[src/rtl/fidp_pkg.sv]
package fidp_pkg;
    // ----------------------------------------
    // pin mode codes
    // ----------------------------------------
    localparam logic [1:0] PIN_MODE_READY_BUSY  = 2'h0;
    localparam logic [1:0] PIN_MODE_PULSE_ERASE = 2'h1;
    localparam logic [1:0] PIN_MODE_PULSE_PROG  = 2'h2;
    localparam logic [1:0] PIN_MODE_PULSE_BOTH  = 2'h3;
    localparam int         PIN_MODE_CODE_WIDTH  = 2;
    // ----------------------------------------
    // identification space word addresses
    // ----------------------------------------
    localparam logic [20:0] ADDR_MAKER_ID        = 21'h000000;
    localparam logic [20:0] ADDR_PART_ID         = 21'h000001;
    localparam logic [15:0] BLOCK_LOCK_OFFSET    = 16'h0002;
    localparam logic [20:0] ADDR_BUS_CONFIG      = 21'h000005;
    localparam logic [20:0] ADDR_OTP_LOCK        = 21'h000080;
    localparam logic [20:0] ADDR_UNIQUE_ID_FIRST = 21'h000081;
    localparam logic [20:0] ADDR_UNIQUE_ID_LAST  = 21'h000084;
    localparam logic [20:0] ADDR_USER_OTP_FIRST  = 21'h000085;
    localparam logic [20:0] ADDR_USER_OTP_LAST   = 21'h000088;
    localparam int          BLOCK_INDEX_LSB      = 16;
    localparam int          OTP_WORD_COUNT       = 9;
    localparam int          OTP_USER_LOCK_BIT    = 1;
    localparam int          OTP_FACTORY_LOCK_BIT = 0;
    localparam logic [15:0] BLOCK_LOCKED_WORD    = 16'h0001;
    localparam logic [15:0] BLOCK_OPEN_WORD      = 16'h0000;
    // ----------------------------------------
    // timing
    // ----------------------------------------
    localparam int CLK_PERIOD_PS         = 25000;
    localparam int PULSE_LOW_NS          = 250;
    localparam int PULSE_LOW_CYCLES      = (PULSE_LOW_NS * 1000) / CLK_PERIOD_PS;
    localparam int WORD_PROG_MAX_US      = 48;
    localparam int BUF_PROG_MAX_US       = 576;
    localparam int PROG_SUSPEND_MAX_US   = 20;
    localparam int ERASE_SUSPEND_MAX_US  = 25;
    localparam int WORD_PROG_MAX_CYCLES  = (WORD_PROG_MAX_US * 1000000) / CLK_PERIOD_PS;
    localparam int BUF_PROG_MAX_CYCLES   = (BUF_PROG_MAX_US * 1000000) / CLK_PERIOD_PS;
    localparam int PROG_SUSP_MAX_CYCLES  = (PROG_SUSPEND_MAX_US * 1000000) / CLK_PERIOD_PS;
    localparam int ERASE_SUSP_MAX_CYCLES = (ERASE_SUSPEND_MAX_US * 1000000) / CLK_PERIOD_PS;
    localparam int TIMER_WIDTH           = 16;
    localparam int PULSE_CNT_WIDTH       = 4;
    // ----------------------------------------
    // controller states
    // ----------------------------------------
    typedef enum logic [2:0] {
        FIDP_IDLE       = 3'b000,
        FIDP_PROG_WORD  = 3'b001,
        FIDP_PROG_BUF   = 3'b010,
        FIDP_ERASE      = 3'b011,
        FIDP_SUSP_PROG  = 3'b100,
        FIDP_SUSP_ERASE = 3'b101,
        FIDP_PAUSED     = 3'b110
    } fidp_state_t;
endpackage : fidp_pkg

[src/rtl/fidp_core.sv]
`timescale 1ns/100ps
`default_nettype none
module fidp_core
    import fidp_pkg::*;
#(
    parameter logic [15:0] MAKER_ID_VALUE = 16'h0A5A, // arbitrary value
    parameter logic [15:0] PART_ID_VALUE  = 16'h1234  // arbitrary value
) (
    input  wire logic        ref_clk,
    input  wire logic        rst,
    input  wire logic        cfg_write,
    input  wire logic [7:0]  cfg_data,
    input  wire logic        prog_word_start,
    input  wire logic        prog_buf_start,
    input  wire logic        erase_start,
    input  wire logic        suspend_req,
    input  wire logic        resume_req,
    input  wire logic        id_read,
    input  wire logic [20:0] id_addr,
    input  wire logic [31:0] block_locks,
    input  wire logic [15:0] bus_config_value,
    input  wire logic        otp_write,
    input  wire logic [3:0]  otp_index,
    input  wire logic [15:0] otp_word_data,
    output logic [15:0]      id_data,
    output logic             cfg_rejected,
    output logic             cfg_code_error,
    output logic             otp_locked_error,
    output logic             controller_busy,
    output logic             op_suspended,
    output logic [1:0]       pin_mode_code,
    output logic             op_done_pin_o,
    output logic             op_done_pin_oe
);
    typedef struct packed {
        fidp_state_t                state;
        fidp_state_t                resume_to;
        logic [TIMER_WIDTH-1:0]     timer;
        logic [PULSE_CNT_WIDTH-1:0] pulse_cnt;
        logic [1:0]                 mode;
        logic                       code_error;
        logic                       rejected;
        logic                       otp_error;
        logic [15:0]                rdata;
        logic [OTP_WORD_COUNT*16-1:0] otp;
    } fidp_regs_t;

    fidp_regs_t r;
    fidp_regs_t next_r;

    logic        done_prog;
    logic        done_erase;
    logic [15:0] otp_lock;
    logic [3:0]  otp_rd_idx;

    assign otp_lock   = r.otp[15:0];
    assign otp_rd_idx = 4'(id_addr - ADDR_OTP_LOCK);

    // ----------------------------------------
    // next state
    // ----------------------------------------
    always_comb begin
        next_r     = r;
        done_prog  = 1'b0;
        done_erase = 1'b0;
        next_r.rejected = 1'b0;
        if (r.timer != '0) begin
            next_r.timer = r.timer - 1'b1;
        end
        case (r.state)
            FIDP_IDLE: begin
                if (prog_word_start) begin
                    next_r.state = FIDP_PROG_WORD;
                    next_r.timer = TIMER_WIDTH'(WORD_PROG_MAX_CYCLES - 1);
                end else if (prog_buf_start) begin
                    next_r.state = FIDP_PROG_BUF;
                    next_r.timer = TIMER_WIDTH'(BUF_PROG_MAX_CYCLES - 1);
                end else if (erase_start) begin
                    next_r.state = FIDP_ERASE;
                    next_r.timer = TIMER_WIDTH'(WORD_PROG_MAX_CYCLES - 1);
                end
            end
            FIDP_PROG_WORD, FIDP_PROG_BUF, FIDP_ERASE: begin
                if (suspend_req) begin
                    next_r.resume_to = r.state;
                    if (r.state == FIDP_ERASE) begin
                        next_r.state = FIDP_SUSP_ERASE;
                        next_r.timer = TIMER_WIDTH'(ERASE_SUSP_MAX_CYCLES - 1);
                    end else begin
                        next_r.state = FIDP_SUSP_PROG;
                        next_r.timer = TIMER_WIDTH'(PROG_SUSP_MAX_CYCLES - 1);
                    end
                end else if (r.timer == '0) begin
                    next_r.state = FIDP_IDLE;
                    done_erase   = (r.state == FIDP_ERASE);
                    done_prog    = (r.state != FIDP_ERASE);
                end
            end
            FIDP_SUSP_PROG, FIDP_SUSP_ERASE: begin
                // pause a few cycles in, well under either latency limit
                if (r.timer[3:0] == 4'h0) begin
                    next_r.state = FIDP_PAUSED;
                end
            end
            FIDP_PAUSED: begin
                if (resume_req) begin
                    next_r.state = r.resume_to;
                    next_r.timer = TIMER_WIDTH'(PROG_SUSP_MAX_CYCLES - 1);
                end
            end
            default: next_r.state = FIDP_IDLE;
        endcase

        // pin mode configure
        if (cfg_write) begin
            if (r.state != FIDP_IDLE) begin
                next_r.rejected = 1'b1;
            end else if (cfg_data[7:PIN_MODE_CODE_WIDTH] != '0) begin
                next_r.code_error = 1'b1;
            end else begin
                next_r.mode = cfg_data[PIN_MODE_CODE_WIDTH-1:0];
            end
        end

        // otp lock word and otp words 1 to 8, words 1 to 8 blocked by the lock word
        if (otp_write && r.state == FIDP_IDLE) begin
            if (otp_index == 4'h0) begin
                next_r.otp[15:0] = r.otp[15:0] & otp_word_data;
            end else if (otp_index <= 4'h4 && !otp_lock[OTP_FACTORY_LOCK_BIT]) begin
                next_r.otp_error = 1'b1;
            end else if (otp_index >= 4'h5 && otp_index <= 4'h8 && !otp_lock[OTP_USER_LOCK_BIT]) begin
                next_r.otp_error = 1'b1;
            end else if (otp_index <= 4'h8) begin
                next_r.otp[otp_index*16 +: 16] = r.otp[otp_index*16 +: 16] & otp_word_data;
            end
        end

        // pulse generator
        if (r.pulse_cnt != '0) begin
            next_r.pulse_cnt = r.pulse_cnt - 1'b1;
        end
        if ((done_erase && r.mode[0]) || (done_prog && r.mode[1])) begin
            next_r.pulse_cnt = PULSE_CNT_WIDTH'(PULSE_LOW_CYCLES);
        end

        // identification read path
        next_r.rdata = 16'h0000;
        if (id_read) begin
            if (id_addr == ADDR_MAKER_ID) begin
                next_r.rdata = MAKER_ID_VALUE;
            end else if (id_addr == ADDR_PART_ID) begin
                next_r.rdata = PART_ID_VALUE;
            end else if (id_addr == ADDR_BUS_CONFIG) begin
                next_r.rdata = bus_config_value;
            end else if (id_addr >= ADDR_OTP_LOCK && id_addr <= ADDR_USER_OTP_LAST) begin
                next_r.rdata = r.otp[otp_rd_idx*16 +: 16];
            end else if (id_addr[15:0] == BLOCK_LOCK_OFFSET) begin
                next_r.rdata = block_locks[id_addr[20:BLOCK_INDEX_LSB]] ? BLOCK_LOCKED_WORD
                                                                          : BLOCK_OPEN_WORD;
            end
        end
    end

    // ----------------------------------------
    // registers
    // ----------------------------------------
    always_ff @(posedge ref_clk) begin
        if (rst) begin
            r           <= '0;
            r.otp       <= '1;
            r.state     <= FIDP_IDLE;
            r.resume_to <= FIDP_IDLE;
            r.mode      <= PIN_MODE_READY_BUSY;
        end else begin
            r <= next_r;
        end
    end

    // ----------------------------------------
    // outputs
    // ----------------------------------------
    assign controller_busy  = (r.state != FIDP_IDLE) && (r.state != FIDP_PAUSED);
    assign op_suspended     = (r.state == FIDP_PAUSED);
    assign id_data          = r.rdata;
    assign cfg_rejected     = r.rejected;
    assign cfg_code_error   = r.code_error;
    assign otp_locked_error = r.otp_error;
    assign pin_mode_code    = r.mode;
    assign op_done_pin_o    = 1'b0;
    // ready/busy drives low while busy; pulse modes drive only during a pulse
    assign op_done_pin_oe   = (r.mode == PIN_MODE_READY_BUSY) ? controller_busy
                                                              : (r.pulse_cnt != '0);
endmodule : fidp_core
`default_nettype wire

[config.mk]
export PLATFORM = sky130hd
export DESIGN_NAME = fidp_core
export DESIGN_NICKNAME = d
export VERILOG_FILES = /design/src/rtl/fidp_pkg.sv /design/src/rtl/fidp_core.sv
export SDC_FILE = /design/constraint.sdc
export NUM_CORES = 1
export LEC_CHECK = 0
export BUFFER_PORTS_ARGS = -buffer_cell sky130_fd_sc_hd__buf_2
export CORE_ASPECT_RATIO = 0.8
export CORE_MARGIN = 2
export CORE_UTILIZATION = 40
export CTS_BUF_LIST = sky130_fd_sc_hd__clkbuf_2 sky130_fd_sc_hd__clkbuf_4 sky130_fd_sc_hd__clkbuf_8
export DETAILED_ROUTE_END_ITERATION = 12
export SETUP_SLACK_MARGIN = 0.02
export SYNTH_ARGS = -nofsm -noshare
export SYNTH_HDL_FRONTEND = slang
export SYNTH_SLANG_ARGS = --single-unit
[constraint.sdc]
create_clock -name ref_clk -period 6.66 [get_ports ref_clk]
set_input_delay 0.999 -clock ref_clk [delete_from_list [all_inputs] [get_ports ref_clk]]
set_output_delay 0.999 -clock ref_clk [all_outputs]
set_load 0.02 [all_outputs]
==> summary.txt <==
Int Pwr -> 1.81 mW
Slew at the pin closest to its max-slew limit -> 1.06 ns
Die H -> 145 um
Unrepaired setup endpoints after global routing -> no
Slew HR -> 28.7%
Total track usage -> 23.6%
Peak VDD IR -> 0.123 mV
Final ANT Viol Nets -> 0
# IOs -> 132
Area contributors post-synth -> dfxtp_1 (38%), mux4_2 (12%), a21oi_1 (7.9%)
Worst Path Buf+Inv -> 2
Post-synth top area share -> 38.3%
Initial antenna violation count -> 0
Antenna Cells -> 0
Pre-antenna DRT Iters -> 5
Worst EP arrival -> 4.35 ns
Comb pwr share -> 21.2%
Initial Util -> 40.8%
Worst Setup End Kind -> register
Post-CTS Hold Buffers -> 0
CP Data Required Time -> 7.04 ns
Clk pin slew, worst setup/hold paths -> 0.12 ns
Post-DR wirelength/cell -> 21.4 um
CP delay by family, top -> compound AO/OA/AOI/OAI gates
Clock power frac -> 31.8%
Vias in the first global route -> 8089
Ys Warns -> 0
Die width -> 181 um
Post-synthesis net count -> 1183
DR vias -> 8881
CTS H-tree depth -> 4
Ys flop type -> dfxtp_1
Post-synth ARST share -> 0%
DPL Wire Length -> 21000 um
Post-Synthesis Cells -> 1068
Drt total wl -> 31200 um
GP Congestion -> 0.801
Minimum clock period -> 3.97 ns
Most common cell after layout, fill and taps aside -> dfxtp_1
Total Neg Setup Slack -> 0 ns
Root buf cell -> clkbuf_8
Switching share of total power -> 33.0%
Kind of critical path -> in2reg
Slowest cell on the critical path -> nand3b_1
TritonCTS clock tree -> done
Max-Cap Viols -> 0
Largest net degree at the start of global routing -> 98
Commonest cells after routing, fill and taps aside -> dfxtp_1 (191), a21oi_1 (158), buf_2 (129), o21ai_1 (95), o21ai_0 (66)
Final Hold Violating Endpoints -> 0
CP max FO -> 25
Clock Latency Late Sink -> 0.48 ns
Aggregate global routing overflow -> 0
Largest area contributor in the netlist -> dfxtp_1
Clock Skew -> 0.0250 ns
DR iter-0 viols -> 944
DRC -> 0
CP max stage delay -> 0.70 ns
Clk buf depth -> 2
Worst hold path type -> reg2reg
Mean area per synthesized cell -> 9.34 um^2
Fmax -> 0.252 GHz
Layout cell share with drive strength beyond 1 -> 25.5%
CTS Buf Count -> 17
Power per Cell Area -> 243 nW/um^2
CP cell instances -> buf_2 -> inv_1 -> ha_1 -> nor2b_2 -> o221a_2 -> o2111ai_2 -> nand3b_1 -> o21ai_0
Mapped Area -> 9980 um^2
# clock sinks -> 191
Setup Buffers After CTS -> 0
Final setup violation count -> 0
Tcrit/Tclk final -> 59.6%
Total die area -> 26200 um^2
Seq/Total Area, Yosys -> 38.3%
Row Count -> 51
Max-slew violations -> 0
First-pass GRT wire length -> 48600 um
Synthesis-to-layout area growth -> 11.2%
Core box area -> 24400 um^2
Count of cells resized by post-cts repair -> 0
EDFF count, synth -> 0
Status -> finished clean
Pre-CTS WS -> 2.22 ns
Switching power -> 889 uW
Post-synth cell types -> 69
Reg power frac -> 47.1%
Final setup margin -> 2.69 ns
Synth Register Bits -> 191
P_leak -> 3.89 nW
Via density -> 6.08
# port buffers -> 130
CP startpoint kind -> primary input
Post-layout nets -> 1244
-- synthesized netlist by cell type, drive strengths merged (3+ instances only) --
cell / instances
a311oi: 3
mux2i: 4
mux2: 19
inv: 22
or2: 5
buf: 60
a22oi: 9
nor3: 18
ha: 8
nor3b: 8
nor4: 12
o31ai: 3
nand2b: 7
nor4b: 16
and3: 5
nand3: 12
nand3b: 5
dfxtp: 191
xor2: 5
clkbuf: 47
a31oi: 24
a221oi: 32
a22o: 7
nand2: 49
nor2: 50
o21ai: 161
a21oi: 158
nand4: 7
nor2b: 9
o2111ai: 8
o211ai: 6
or3: 4
o21a: 4
xnor2: 4
o22ai: 9
mux4: 54
-- cell families (layout without fill, tap and decap cells) --
| logic type | after synthesis | count (layout) | synth area share (%) |
|---|---|---|---|
| AOI/OAI and AO/OA | 434 | 434 | 26.4 |
| xor gates and xnor gates | 9 | 9 | 0.790 |
| adders and majority gates | 8 | 8 | 1.00 |
| buffers and inverters | 130 | 204 | 6.30 |
| DFF | 191 | 191 | 38.3 |
| muxes | 77 | 77 | 14.7 |
| other | 1 | 1 | 0.0376 |
| and+or+nand+nor | 218 | 218 | 12.4 |
-- tightest hold or removal path, delay by kind of cell, from the launching register on --
kind	cells	cell delay, ns
flops	1	0.33
compound gates	1	0.05
simple gates	1	0.05
-- state kept, by name (all words and copies together), names as in the netlist --
| register | flops |
|---|---|
| r | 154 |
| id_data | 16 |
| otp_lock | 16 |
| pin_mode_code | 2 |
| cfg_code_error | 1 |
| cfg_rejected | 1 |
| otp_locked_error | 1 |
-- cell type report --
class / instances / area (um^2)
clock inverters: 14 / 198
multi-input cells: 747 / 5540
repair buffers: 149 / 796
inverters: 23 / 86.3
clock buffers: 18 / 248
flip-flops and latches: 191 / 3820
fillers: 2378 / 13300
well taps: 318 / 398
-- layer usage --
metal | share of wire (%) | global-route usage [%] | up-vias
li1 | - | - | 4171
met1 | 46 | 34.3 | 4317
met2 | 44 | 35.7 | 358
met3 | 8.4 | 5.15 | 35
met4 | 1.4 | 5.65 | 0
met5 | 0 | 0 | -
-- stage by stage --
stage                     cell area [um^2]  utilization, %  std cells  hold slack [ns]  total power, mW
after CTS                            11100            45.4       1460            0.474             2.71
after global routing                 11100            45.4       1460            0.481             2.82
after detailed placement             10600            43.6       1428            0.458             1.86
after floorplan                       9980               -       1068            0.437             1.67
final                                11100            45.4       1460            0.471             2.70
after global placement               10600            43.6       1428            0.448             1.85
-- power groups by stage --
| stage | Combinational, mW | Clock, mW | Sequential (mW) |
|---|---|---|---|
| 2_1_floorplan | 0.400 | 0 | 1.27 |
| 3_3_place_gp | 0.558 | 0 | 1.29 |
| 5_1_grt | 0.624 | 0.917 | 1.28 |
| 6_report | 0.571 | 0.856 | 1.27 |
| 3_5_place_dp | 0.564 | 0 | 1.29 |
| 4_1_cts | 0.566 | 0.874 | 1.27 |
-- worst paths after layout --
kind / startpoint / to / slack, ns / depth (start not counted)
min reg2reg: r[185] / r[185] / 0.47 / 2
max reg2reg: r[188] / r[97] / 3.68 / 5
min: r[185] / r[185] / 0.47 / 2
max: otp_index[0] / r[97] / 2.69 / 8
Power figures use the tool's default switching activity.
